==> config.mk <==
export PLATFORM = sky130hd
export DESIGN_NAME = temp_sensor_config_regs
export DESIGN_NICKNAME = d
export VERILOG_FILES = /design/src/temp_cfg_pkg.sv /design/src/nv_port_if.sv /design/src/alarm_queue.sv /design/src/nv_store.sv /design/src/temp_sensor_config_regs.sv
export SDC_FILE = /design/constraint.sdc
export NUM_CORES = 1
export LEC_CHECK = 0
export ABC_AREA = 1
export ABC_CLOCK_PERIOD_IN_PS = 3000
export BUFFER_PORTS_ARGS = -buffer_cell sky130_fd_sc_hd__buf_2
export CAP_MARGIN = 20
export CORE_ASPECT_RATIO = 1.5
export CORE_MARGIN = 1
export CORE_UTILIZATION = 44
export DETAILED_ROUTE_END_ITERATION = 7
export SYNTH_ARGS = -nofsm -noshare
export SYNTH_HDL_FRONTEND = slang
export SYNTH_HIERARCHICAL = 1
export SYNTH_SLANG_ARGS = --single-unit
==> constraint.sdc <==
create_clock -name core_clk -period 3 [get_ports core_clk]
set_input_delay 0.15 -clock core_clk [delete_from_list [all_inputs] [get_ports core_clk]]
set_output_delay 0.15 -clock core_clk [all_outputs]
set_load 0.02 [all_outputs]
==> src/temp_cfg_pkg.sv <==
// Purpose: Shared constants and types of the sensor configuration block
// Assumes: 100 MHz core clock, synchronous pin inputs
// Notes:   Field positions are bit indices of the 16-bit configuration words
// =====================================================================
// Overview of operation
// - Fault queue code 00/01/10/11 needs 1/2/4/6 consecutive faults before alarm.
// - Reset loads the working fault queue field from its stored default.
// - Alarm pin is active low when polarity is 0, active high when 1.
// - Reset loads the working alarm polarity from its stored default.
// - Mode bit 0 gives comparator alarm behaviour, 1 gives interrupt behaviour.
// - Reset loads the comparator/interrupt selection from its stored default.
// - With shutdown bit 0, conversions run continuously back to back.
// - Setting shutdown finishes the running conversion, stores it, then halts.
// - Clearing shutdown resumes continuous conversions.
// - Reset loads the shutdown bit from its stored default.
// - Busy flag reads 1 while stored registers program, otherwise 0.
// - Writes to stored registers while busy are discarded.
// - Both copy commands are ignored while busy.
// - Stored configuration is 16 bits, read/write, kept through reset.
// - Reset copies stored bits 15:8 into the working register.
// - Stored bits 14:13 hold default resolution, 00 is 9 bits.
// - Stored bits 12:11 hold default fault queue, factory 00.
// - Stored bits 10, 9, 8 hold default polarity, mode, shutdown; factory 0.
// - Stored bit 2 set permanently locks all configuration registers.
// - Stored bit 1 set locks configuration registers; 0 leaves them writable.
// - Stored bits 15, 7:3 and 0 always read 0; the code reads the whole stored register as FFh bytes while busy.
// - Stored write is pointer 11h plus two bytes, programmed only on stop.
// - Repeated start ending a stored write aborts it, register unchanged.
// - While bit 1 locks, only clearing the lock bit of stored register is allowed.
// - Each accepted working register write clears the fault counter.
package temp_cfg_pkg;
	localparam int          CLK_PERIOD_NS   = 10;
	localparam logic [3:0]  DEV_ADDR_HI     = 4'h9;
	localparam logic [7:0]  PTR_WORK_CFG    = 8'h01;
	localparam logic [7:0]  PTR_STORED_CFG  = 8'h11;
	localparam logic [7:0]  CMD_COPY_TO_NV  = 8'hc0;
	localparam logic [7:0]  CMD_COPY_FROM_NV = 8'hc1;
	localparam logic [7:0]  INVALID_BYTE    = 8'hff;
	localparam int          BIT_RES_LO      = 13;
	localparam int          BIT_FQ_LO       = 11;
	localparam int          BIT_POL         = 10;
	localparam int          BIT_MODE        = 9;
	localparam int          BIT_SD          = 8;
	localparam int          BIT_LOCKDOWN    = 2;
	localparam int          BIT_RLOCK       = 1;
	localparam int          BIT_BUSY        = 0;
	localparam logic [15:0] STORED_MASK     = 16'h7f06;
	localparam logic [15:0] STORED_FACTORY  = 16'h0000;
	localparam logic [7:0]  WORK_MASK       = 8'h7f;
	localparam int          NV_PROG_TIME_US = 10;
	localparam int          NV_PROG_CYCLES  = NV_PROG_TIME_US * 1000 / CLK_PERIOD_NS;

	typedef enum logic [2:0] {L_IDLE, L_ADDR, L_WRITE, L_ACK, L_READ, L_MACK} link_state_type;
	typedef enum logic       {C_HALT, C_RUN} conv_state_type;

	function automatic logic [2:0] fault_threshold(input logic [1:0] sel);
		case (sel)
			2'b00:   fault_threshold = 3'h1;
			2'b01:   fault_threshold = 3'h2;
			2'b10:   fault_threshold = 3'h4;
			default: fault_threshold = 3'h6;
		endcase
	endfunction
endpackage

==> src/nv_port_if.sv <==
// Purpose: Program request and stored value between register logic and store
// Assumes: One clock domain
// Notes:   prog_req is a one-cycle pulse
`timescale 1ns/1ps
interface nv_port_if;
	logic        prog_req;
	logic [15:0] prog_data;
	logic [15:0] stored;
	logic        busy;
	modport owner (input prog_req, input prog_data, output stored, output busy);
	modport user  (output prog_req, output prog_data, input stored, input busy);
endinterface

==> src/alarm_queue.sv <==
// Purpose: Consecutive-fault counter and alarm pin driver
// Assumes: One sample pulse per finished conversion
// Notes:   fault means the result lies outside the limits
`timescale 1ns/1ps
module alarm_queue import temp_cfg_pkg::*; (
	input wire logic       core_clk,
	input wire logic       rst_n,
	input wire logic       sample,
	input wire logic       fault,
	input wire logic       clear_count,
	input wire logic       service,
	input wire logic [1:0] queue_sel,
	input wire logic       int_mode,
	input wire logic       polarity,
	output logic           alert_pin
);
	logic [2:0] count_reg;
	logic [2:0] count_next;
	logic [2:0] thr;
	logic       cmp_reg;
	logic       int_reg;
	logic       active;

	assign thr        = fault_threshold(queue_sel);
	assign count_next = (count_reg < thr) ? count_reg + 3'h1 : count_reg;

	always_ff @(posedge core_clk) begin
		if (!rst_n || clear_count) begin
			count_reg <= 3'h0;
		end else if (sample) begin
			count_reg <= fault ? count_next : 3'h0;
		end
	end

	// Comparator follows each sample; interrupt latches until serviced
	always_ff @(posedge core_clk) begin
		if (!rst_n) begin
			cmp_reg <= 1'b0;
			int_reg <= 1'b0;
		end else begin
			if (sample) begin
				cmp_reg <= fault && (count_next >= thr);
			end
			// Set wins over a same-cycle service
			if (sample && fault && count_reg < thr && count_next >= thr) begin
				int_reg <= 1'b1;
			end else if (service) begin
				int_reg <= 1'b0;
			end
		end
	end

	assign active = int_mode ? int_reg : cmp_reg;

	always_ff @(posedge core_clk) begin
		if (!rst_n) begin
			alert_pin <= 1'b1;
		end else begin
			alert_pin <= polarity ? active : ~active;
		end
	end
endmodule

==> src/nv_store.sv <==
// Purpose: Stored configuration word with self-timed programming
// Assumes: factory_init_n models the array's factory state only
// Notes:   Contents survive rst_n; a program cut by rst_n is lost
`timescale 1ns/1ps
module nv_store import temp_cfg_pkg::*; #(
	parameter int PROG_CYCLES = NV_PROG_CYCLES
) (
	input wire logic core_clk,
	input wire logic rst_n,
	input wire logic factory_init_n,
	nv_port_if.owner port
);
	localparam int CNT_W = $clog2(PROG_CYCLES + 1);

	logic [15:0]      stored_reg;
	logic [15:0]      pend_reg;
	logic [15:0]      pend_next;
	logic             busy_reg;
	logic [CNT_W-1:0] cnt_reg;
	logic             done;

	// ==================================================================
	// Lock filtering of a requested value
	always_comb begin
		pend_next = port.prog_data & STORED_MASK;
		if (stored_reg[BIT_RLOCK]) begin
			pend_next = stored_reg;
			pend_next[BIT_RLOCK] = port.prog_data[BIT_RLOCK];
		end
	end

	// ==================================================================
	// Program timer
	assign done = busy_reg && (cnt_reg == '0);

	always_ff @(posedge core_clk) begin
		if (!rst_n) begin
			busy_reg <= 1'b0;
			cnt_reg  <= '0;
			pend_reg <= STORED_FACTORY;
		end else if (port.prog_req && !busy_reg && !stored_reg[BIT_LOCKDOWN]) begin
			busy_reg <= 1'b1;
			cnt_reg  <= CNT_W'(PROG_CYCLES - 1);
			pend_reg <= pend_next;
		end else if (done) begin
			busy_reg <= 1'b0;
		end else if (busy_reg) begin
			cnt_reg <= cnt_reg - 1'b1;
		end
	end

	// ==================================================================
	// Storage cells, not touched by rst_n
	always_ff @(posedge core_clk) begin
		if (!factory_init_n) begin
			stored_reg <= STORED_FACTORY;
		end else if (done) begin
			stored_reg <= pend_reg;
			stored_reg[BIT_LOCKDOWN] <= pend_reg[BIT_LOCKDOWN] | stored_reg[BIT_LOCKDOWN];
		end
	end

	assign port.stored = stored_reg;
	assign port.busy   = busy_reg;
endmodule

==> src/temp_sensor_config_regs.sv <==
// Purpose: Two-wire register slave for working and stored configuration
// Assumes: scl_in and sda_in already synchronous to core_clk
// Notes:   sda is open drain; sda_oe high pulls the line low
`timescale 1ns/1ps
module temp_sensor_config_regs import temp_cfg_pkg::*; #(
	parameter int PROG_CYCLES = NV_PROG_CYCLES
) (
	input wire logic       core_clk,
	input wire logic       rst_n,
	input wire logic       factory_init_n,
	input wire logic [2:0] addr_pins,
	input wire logic       scl_in,
	input wire logic       sda_in,
	output logic           sda_out,
	output logic           sda_oe,
	input wire logic       conv_done,
	input wire logic       conv_fault,
	output logic           conv_start,
	output logic           result_store,
	output logic           in_shutdown,
	output logic [1:0]     resolution_sel,
	output logic           alert_pin,
	output logic           nv_busy_flag
);
	nv_port_if nv ();

	link_state_type link_state_reg;
	conv_state_type conv_state_reg;

	logic       scl_prev_reg;
	logic       sda_prev_reg;
	logic [7:0] shift_reg;
	logic [3:0] bit_cnt_reg;
	logic       rd_mode_reg;
	logic       sda_drive_reg;

	logic [7:0]  ptr_reg;
	logic        got_ptr_reg;
	logic [1:0]  data_cnt_reg;
	logic        cmd_armed_reg;
	logic [15:0] nv_buf_reg;
	logic        rd_index_reg;
	logic [7:0]  work_reg;
	logic        fault_sample_reg;

	logic       scl_rise;
	logic       scl_fall;
	logic       bus_start;
	logic       bus_stop;
	logic       byte_end;
	logic       addr_match;
	logic       addr_hit;
	logic       byte_nack;
	logic       byte_rx;
	logic       tx_take;
	logic [7:0] tx_byte;
	logic       locked;
	logic       cfg_write;
	logic       stop_commit;
	logic       copy_to_nv;
	logic       copy_from_nv;

	// ==================================================================
	// Bus conditions
	assign scl_rise  = scl_in && !scl_prev_reg;
	assign scl_fall  = !scl_in && scl_prev_reg;
	assign bus_start = scl_in && scl_prev_reg && sda_prev_reg && !sda_in;
	assign bus_stop  = scl_in && scl_prev_reg && !sda_prev_reg && sda_in;

	always_ff @(posedge core_clk) begin
		if (!rst_n) begin
			scl_prev_reg <= 1'b1;
			sda_prev_reg <= 1'b1;
		end else begin
			scl_prev_reg <= scl_in;
			sda_prev_reg <= sda_in;
		end
	end

	// ==================================================================
	// Byte-level events
	assign byte_end   = scl_fall && (bit_cnt_reg == 4'h8);
	assign addr_match = (shift_reg[7:1] == {DEV_ADDR_HI, addr_pins});
	assign addr_hit   = byte_end && (link_state_reg == L_ADDR) && addr_match;
	// Data to the stored register is refused outright while programming
	assign byte_nack  = got_ptr_reg && (ptr_reg == PTR_STORED_CFG) && nv.busy;
	assign byte_rx    = byte_end && (link_state_reg == L_WRITE) && !byte_nack;
	assign tx_take    = scl_fall && ((link_state_reg == L_ACK && rd_mode_reg)
	                    || link_state_reg == L_MACK);

	// ==================================================================
	// Bit engine
	always_ff @(posedge core_clk) begin
		if (!rst_n) begin
			link_state_reg <= L_IDLE;
			shift_reg      <= 8'h00;
			bit_cnt_reg    <= 4'h0;
			rd_mode_reg    <= 1'b0;
			sda_drive_reg  <= 1'b0;
		end else if (bus_start) begin
			link_state_reg <= L_ADDR;
			bit_cnt_reg    <= 4'h0;
			sda_drive_reg  <= 1'b0;
		end else if (bus_stop) begin
			link_state_reg <= L_IDLE;
			sda_drive_reg  <= 1'b0;
		end else begin
			case (link_state_reg)
				L_IDLE: begin
					sda_drive_reg <= 1'b0;
				end
				L_ADDR, L_WRITE: begin
					if (scl_rise) begin
						shift_reg   <= {shift_reg[6:0], sda_in};
						bit_cnt_reg <= bit_cnt_reg + 4'h1;
					end else if (byte_end) begin
						if (link_state_reg == L_ADDR && !addr_match) begin
							link_state_reg <= L_IDLE;
						end else if (link_state_reg == L_WRITE && byte_nack) begin
							link_state_reg <= L_IDLE;
						end else begin
							link_state_reg <= L_ACK;
							sda_drive_reg  <= 1'b1;
							if (link_state_reg == L_ADDR) begin
								rd_mode_reg <= shift_reg[0];
							end
						end
					end
				end
				L_ACK: begin
					if (scl_fall) begin
						bit_cnt_reg <= 4'h0;
						if (rd_mode_reg) begin
							shift_reg      <= tx_byte;
							sda_drive_reg  <= ~tx_byte[7];
							link_state_reg <= L_READ;
						end else begin
							sda_drive_reg  <= 1'b0;
							link_state_reg <= L_WRITE;
						end
					end
				end
				L_READ: begin
					if (scl_fall) begin
						if (bit_cnt_reg == 4'h7) begin
							sda_drive_reg  <= 1'b0;
							link_state_reg <= L_MACK;
						end else begin
							shift_reg     <= {shift_reg[6:0], 1'b0};
							sda_drive_reg <= ~shift_reg[6];
							bit_cnt_reg   <= bit_cnt_reg + 4'h1;
						end
					end
				end
				L_MACK: begin
					// Host not acknowledging ends the read
					if (scl_rise && sda_in) begin
						link_state_reg <= L_IDLE;
					end else if (scl_fall) begin
						bit_cnt_reg    <= 4'h0;
						shift_reg      <= tx_byte;
						sda_drive_reg  <= ~tx_byte[7];
						link_state_reg <= L_READ;
					end
				end
				default: begin
					link_state_reg <= L_IDLE;
				end
			endcase
		end
	end

	assign sda_out = 1'b0;
	assign sda_oe  = sda_drive_reg;

	// ==================================================================
	// Read data
	always_comb begin
		tx_byte = 8'h00;
		case (ptr_reg)
			PTR_WORK_CFG: begin
				tx_byte = rd_index_reg ? {7'h00, nv.busy} : work_reg;
			end
			PTR_STORED_CFG: begin
				if (nv.busy) begin
					tx_byte = INVALID_BYTE;
				end else begin
					tx_byte = rd_index_reg ? nv.stored[7:0] : nv.stored[15:8];
				end
			end
			default: begin
				tx_byte = 8'h00;
			end
		endcase
	end

	always_ff @(posedge core_clk) begin
		if (!rst_n || addr_hit) begin
			rd_index_reg <= 1'b0;
		end else if (tx_take) begin
			rd_index_reg <= 1'b1;
		end
	end

	// ==================================================================
	// Write transaction tracking
	assign locked       = nv.stored[BIT_RLOCK] || nv.stored[BIT_LOCKDOWN];
	assign cfg_write    = byte_rx && got_ptr_reg && (ptr_reg == PTR_WORK_CFG)
	                      && (data_cnt_reg == 2'h0) && !locked;
	// Stop alone commits; a repeated start has already cleared the count
	assign stop_commit  = bus_stop && got_ptr_reg && (ptr_reg == PTR_STORED_CFG)
	                      && (data_cnt_reg == 2'h2) && !nv.busy;
	assign copy_to_nv   = bus_stop && cmd_armed_reg && (ptr_reg == CMD_COPY_TO_NV)
	                      && !nv.busy && !locked;
	assign copy_from_nv = bus_stop && cmd_armed_reg && (ptr_reg == CMD_COPY_FROM_NV)
	                      && !nv.busy && !locked;

	always_ff @(posedge core_clk) begin
		if (!rst_n) begin
			ptr_reg       <= 8'h00;
			got_ptr_reg   <= 1'b0;
			data_cnt_reg  <= 2'h0;
			cmd_armed_reg <= 1'b0;
			nv_buf_reg    <= 16'h0000;
		end else if (bus_start || bus_stop) begin
			got_ptr_reg   <= 1'b0;
			data_cnt_reg  <= 2'h0;
			cmd_armed_reg <= 1'b0;
		end else if (byte_rx) begin
			if (!got_ptr_reg) begin
				ptr_reg       <= shift_reg;
				got_ptr_reg   <= 1'b1;
				cmd_armed_reg <= (shift_reg == CMD_COPY_TO_NV) || (shift_reg == CMD_COPY_FROM_NV);
			end else begin
				cmd_armed_reg <= 1'b0;
				if (data_cnt_reg == 2'h0) begin
					nv_buf_reg[15:8] <= shift_reg;
				end else if (data_cnt_reg == 2'h1) begin
					nv_buf_reg[7:0] <= shift_reg;
				end
				// Bytes past the second are dropped
				if (data_cnt_reg != 2'h2) begin
					data_cnt_reg <= data_cnt_reg + 2'h1;
				end
			end
		end
	end

	assign nv.prog_req  = stop_commit || copy_to_nv;
	assign nv.prog_data = copy_to_nv ? {work_reg, nv.stored[7:0]} : nv_buf_reg;

	// ==================================================================
	// Working configuration, reloaded from the stored upper byte on reset
	always_ff @(posedge core_clk) begin
		if (!rst_n) begin
			work_reg <= nv.stored[15:8] & WORK_MASK;
		end else if (cfg_write) begin
			work_reg <= shift_reg & WORK_MASK;
		end else if (copy_from_nv) begin
			work_reg <= nv.stored[15:8] & WORK_MASK;
		end
	end

	assign resolution_sel = work_reg[BIT_RES_LO-8 +: 2];
	assign nv_busy_flag   = nv.busy;

	// ==================================================================
	// Conversion sequencing
	always_ff @(posedge core_clk) begin
		if (!rst_n) begin
			conv_state_reg <= C_HALT;
			conv_start     <= 1'b0;
		end else begin
			conv_start <= 1'b0;
			case (conv_state_reg)
				C_HALT: begin
					if (!work_reg[BIT_SD-8]) begin
						conv_start     <= 1'b1;
						conv_state_reg <= C_RUN;
					end
				end
				C_RUN: begin
					if (conv_done) begin
						if (work_reg[BIT_SD-8]) begin
							conv_state_reg <= C_HALT;
						end else begin
							conv_start <= 1'b1;
						end
					end
				end
				default: begin
					conv_state_reg <= C_HALT;
				end
			endcase
		end
	end

	// Result is stored even when shutdown was requested mid-conversion
	always_ff @(posedge core_clk) begin
		if (!rst_n) begin
			result_store     <= 1'b0;
			fault_sample_reg <= 1'b0;
		end else begin
			result_store     <= conv_done && (conv_state_reg == C_RUN);
			fault_sample_reg <= conv_fault;
		end
	end

	assign in_shutdown = (conv_state_reg == C_HALT);

	// ==================================================================
	// Leaves
	nv_store #(.PROG_CYCLES(PROG_CYCLES)) u_store (
		.core_clk       (core_clk),
		.rst_n          (rst_n),
		.factory_init_n (factory_init_n),
		.port           (nv.owner)
	);

	alarm_queue u_alarm (
		.core_clk    (core_clk),
		.rst_n       (rst_n),
		.sample      (result_store),
		.fault       (fault_sample_reg),
		.clear_count (cfg_write),
		.service     (tx_take),
		.queue_sel   (work_reg[BIT_FQ_LO-8 +: 2]),
		.int_mode    (work_reg[BIT_MODE-8]),
		.polarity    (work_reg[BIT_POL-8]),
		.alert_pin   (alert_pin)
	);
endmodule

======== Yosys cells after proc, flatten, opt, wreduce, memory -nomap -nowiden ========
Index checks and enable logic that the tools add are counted.
cells by class
  add/sub/neg operators ................... 4
  $lt $le $gt $ge ......................... 2
  equality and inequality tests ........... 41
  multiplexer cells ....................... 65
  bitwise operators ....................... 16
  reduce and logical (&&, ||, !) cells .... 85
operators with widths
  operator                                                              number
  8-bit two-way mux                                                     9
  1-bit logical AND                                                     42
  8-bit equality test, second input constant                            4
  8-bit one-hot mux with 4 select lines                                 1
  10-bit two-way mux                                                    3
  3-bit two-way mux                                                     10
  7-bit two-way mux                                                     4
  2-bit inequality test, second input constant                          14
  1-bit two-way mux                                                     22
  4-bit two-way mux                                                     5
  4-bit inequality test, second input constant                          5
  16-bit two-way mux                                                    1
  4-bit one-hot mux with 4 select lines                                 1
  8-bit one-hot mux with 2 select lines                                 1
  15-bit two-way mux                                                    1
  1-bit inverter                                                        15
  3-bit one-hot mux with 5 select lines                                 1
  7-bit AND reduction                                                   2
  1-bit zero test                                                       10
  10-bit zero test                                                      1
  10-bit AND reduction                                                  1
  10-bit by 1-bit subtractor with 10-bit output, second input constant  1
  3-bit one-hot mux with 3 select lines                                 1
  9-bit AND reduction                                                   1
  37 further kinds                                                      57
storage, ports and cells
  register bits after elaboration ......... 107
  output and inout port bits .............. 9
  logic and storage cells ................. 242

======== Logic depth before layout (Yosys ltp) ========
  depth after elaboration ................. 12
  mapped depth ............................ 15
  mapped depth without buffers ............ 15

======== Modules after synthesis ========
The synthesis kept the hierarchy.
modules (own cells, without submodules)
  module                   instances  cells each  area an instance (µm²)  sequential area each (µm²)
  temp_sensor_config_regs  1          562         3548.4                  1251.2
  nv_store                 1          240         1854.3                  860.8
  alarm_queue              1          64          462.9                   120.1

======== Worst setup path before layout ========
No wires, ideal clock.
  kind .................................... register -> register
  from .................................... register bit_cnt_reg[0]
  to ...................................... register work_reg[0], enable pin
  library setup time ...................... 0.381 ns
  data arrival time ....................... 1.769 ns
  data required time ...................... 2.619 ns
  slack ................................... 0.850 ns
  stages on the path, launching flop included .. 9
  cell sequence ........................... dfxtp_1 -> inv_1 -> ha_1 -> nand3_2 -> nor2_4 -> nand3_2 -> nor2_4 -> inv_2 -> o21ai_0
on the way
  cells in the longest elaborated chain, start to end .. 9
ends and longest elaborated chain
  element                                                            line                            text
  start: declaration                                                 temp_sensor_config_regs.sv:33   logic [3:0] bit_cnt_reg;
  start signal: assignment                                           temp_sensor_config_regs.sv:115  bit_cnt_reg <= bit_cnt_reg + 4'h1;
  start signal: assignment                                           temp_sensor_config_regs.sv:151  bit_cnt_reg <= bit_cnt_reg + 4'h1;
  4-bit equality test                                                temp_sensor_config_regs.sv:82   assign byte_end = scl_fall && (bit_cnt_reg == 4'h8);
  1-bit logical AND                                                  temp_sensor_config_regs.sv:82
  1-bit logical AND (2 in a row)                                     temp_sensor_config_regs.sv:87   assign byte_rx = byte_end && (link_state_reg == L_WRITE) && !byte_nack;
  1-bit logical AND (2 in a row)                                     temp_sensor_config_regs.sv:208  assign cfg_write = byte_rx && got_ptr_reg && (ptr_reg == PTR_WORK_CFG)
  1-bit logical AND (2 in a row)                                     temp_sensor_config_regs.sv:209  && (data_cnt_reg == 2'h0) && !locked;
  3-bit by 1-bit inequality test with 1-bit output (no source line)  n/a
  end signal: assignment                                             temp_sensor_config_regs.sv:256  work_reg <= nv.stored[15:8] & WORK_MASK;
  end signal: assignment                                             temp_sensor_config_regs.sv:258  work_reg <= shift_reg & WORK_MASK;
  end signal: assignment                                             temp_sensor_config_regs.sv:260  work_reg <= nv.stored[15:8] & WORK_MASK;
  end: declaration                                                   temp_sensor_config_regs.sv:43   logic [7:0] work_reg;
No other way between the ends.
A chain may end at the register's enable or synchronous reset.

======== Worst setup path in the final report ========
  from .................................... register work_reg[3]
  to ...................................... register u_alarm.int_reg
on the way
  cells in the longest elaborated chain, start to end .. 7
  elaborated cells on any way between the ends .. 11
  classes of those cells .................. 2 x order compare; 2 x eq/ne; 3 x mux; 4 x reduce/logical
ends and longest elaborated chain
  element                                                         line                                  text
  2-bit equality test, or another cell as far along               temp_cfg_pkg.sv:57                    case (sel)
  3-bit one-hot mux with 3 select lines (*)                       temp_cfg_pkg.sv:57
  3-bit less-than comparator                                      alarm_queue.sv:25, alarm_queue.sv:45
  3-bit two-way mux                                               alarm_queue.sv:25                     assign count_next = (count_reg < thr) ? count_reg + 3'h1 : count_reg;
  3-bit greater-or-equal comparator                               alarm_queue.sv:45                     if (sample && fault && count_reg < thr && count_next >= thr) begin
  1-bit logical AND (*)                                           alarm_queue.sv:45
  1-bit two-way mux / 2-bit nonzero test (equally long branches)  n/a
  end signal: assignment                                          alarm_queue.sv:39                     int_reg <= 1'b0;
  end signal: assignment                                          alarm_queue.sv:46                     int_reg <= 1'b1;
  end signal: assignment                                          alarm_queue.sv:48                     int_reg <= 1'b0;
  end: declaration                                                alarm_queue.sv:21                     logic int_reg;
Every way passes the cells marked *; elsewhere a longest branch is shown, timed or not.

==> summary.md <==
| Metric | Value |
|---|---|
| Outcome | completed |
| Avg Cell Area, Syn | 6.83 um^2 |
| Row Count | 49 |
| CTS buffer count | 9 |
| Synth Net Count | 831 |
| Final Critical Period | 2.21 ns |
| Via count | 4989 |
| WP buf/inv | 3 |
| Ant. Diodes | 0 |
| Setup Skew | 0.00918 ns |
| Initial core utilization | 0.456 |
| IO buf count | 17 |
| Max IR drop VDD | 0.280 mV |
| Final Max Slew Viols | 0 |
| Layout cell share with drive strength beyond 1 | 0.121 |
| Power Total | 2.93 mW |
| Clk slew on worst S/H paths | 0.07 ns |
| Slew headroom | 0.542 |
| WL met2 | 7280 um |
| Core area | 0.0121 mm^2 |
| Global route overflow | 0 |
| Most frequent CP cell | inv_1 |
| Power density over the cells | 486 mW/mm^2 |
| Yosys warnings | 6 |
| Final setup TNS | 0 ns |
| All-Layer GR Usage | 0.227 |
| # nets final | 836 |
| Top delay family on crit path | adder cells |
| I/O pin total | 19 |
| Routed Wire Length | 13800 um |
| Delay of the slowest critical-path stage | 0.43 ns |
| Final std cells w/o fill | 974 |
| DR WL met3 | 335 um |
| First-pass GRT wire length | 23300 um |
| Clk sinks | 101 |
| Startpoint types | flip-flop |
| Dpl hpwl | 10300 um |
| Fillers | 1267 |
| Type of the worst setup path | flip-flop to flip-flop |
| Met1 wire length | 5790 um |
| Post-route cell area | 0.00603 mm^2 |
| DRT iter0 DRCs | 226 |
| Crit share post-route | 0.738 |
| Pre-Repair DR Iteration Count | 5 |
| RSZ-0062 raised after global routing | no |
| Hold Violations, Final | 0 |
| Die Width | 93.6 um |
| Routed Antenna Nets | 0 |
| Wire length per cell | 14.2 um |
| Clock tree buffer depth | 2 |
| Maximum clock frequency | 452 MHz |
| Top sig layer | met4 |
| CP required | 3.25 ns |
| Post-cts resize count | 0 |
| Synthesis-to-layout area growth | 8.93% |
| Leakage Power | 2.79 nW |
| DIE AREA | 0.0130 mm^2 |
| Number of remaining DRC errors | 0 |
| Vias per cell | 5.12 |
| Synth Cell Area | 0.00554 mm^2 |
| Final setup viols | 0 |
| Worst Tran Pin Value | 0.686 ns |
| Max Fanout on Critical Path | 5 |
| Clock latency at the later pin of the worst-skew pair | 0.35 ns |
| H-tree Lvls | 3 |
| Placement Cell Area | 0.00568 mm^2 |
| CP endpoint kind | flip-flop |
| Hold bufs inserted after CTS | 1 |
| Max Cap Viol | 0 |
| Placed cells | 957 |
| Synth Instances | 811 |
| GP Congestion | 0.845 |
| Vias in the first global route | 4890 |
| Largest net degree at the start of global routing | 68 |
| Min-Delay Path Class | input pin to flip-flop |
| Final hold slack | 0.0279 ns |
| CP Data Arrival Time | 2.46 ns |
| CTS tree | yes |
| CTS root buf | clkbuf_16 |
| CP max-delay cell | edfxtp_1 |
| Antenna violations before repair | 0 |
| Post-CTS setup buffer count | 0 |
| Chip height | 139 um |
| Crit path cell chain | inv_1 -> ha_1 -> nand2_1 -> nand2_2 -> nand2_4 -> xor2_2 -> inv_1 -> ha_1 -> o21ai_0 -> nand2_1 -> o21ai_0 -> inv_1 -> nand3_2 -> a21oi_2 |
[worst min-delay path, cell delays in order]
cell,delay [ns]
buf_2,0.10
nand2_1,0.05
nor2_1,0.03
[cells in the final DEF, fill, tap and decap left out, drive strengths merged, types with 5 or more instances in the layout]
cell and n:
nand2 224, inv 117, nor2 99, dfxtp 94
o21ai 68, nand3 65, a21oi 50, buf 23
clkbuf 13, ha 10, nand4 10, a31oi 9
edfxtp 7, nor3 7, xor2 5
[routing by layer]
| layer | up-vias | GRT usage |
|---|---|---|
| li1 | 2562 | - |
| met1 | 2303 | 0.259 |
| met2 | 96 | 0.408 |
| met3 | 28 | 0.0355 |
| met4 | 0 | 0.100 |
| met5 | - | 0 |
[per-stage QoR]
stage | setup slack, ns | util
6_report | 0.787 | 0.497
5_1_grt | 0.573 | 0.497
4_1_cts | 0.777 | 0.497
3_5_place_dp | 0.794 | 0.468
3_3_place_gp | 0.864 | 0.468
2_1_floorplan | 0.867 | -
[power breakdown]
group	total (mW)	leakage, nW	internal, mW	switching [mW]
combinational	0.219	1.80	0.0697	0.150
sequential	1.40	0.832	1.38	0.0255
clock	1.31	0.165	0.804	0.506
[worst paths after layout]
check | from | to | slack (ns) | cells past startpoint
max | work_reg[3] | u_alarm/int_reg | 0.79 | 14
min | conv_done | result_store | 0.03 | 3
max reg2reg | work_reg[3] | u_alarm/int_reg | 0.79 | 14
min reg2reg | work_reg[0] | conv_start | 0.45 | 1
[final cells by class]
cell class / instances / area (um^2) / area share
clock buffers: 13 / 272 / 0.0450
clock inverters: 3 / 65.1 / 0.0108
inverters: 119 / 449 / 0.0745
multi-input cells: 561 / 2820 / 0.468
flip-flops and latches: 101 / 2090 / 0.347
well taps: 153 / 191 / 0.0317
repair buffers: 24 / 140 / 0.0232
Note: power is estimated with default switching activity, not from simulation.
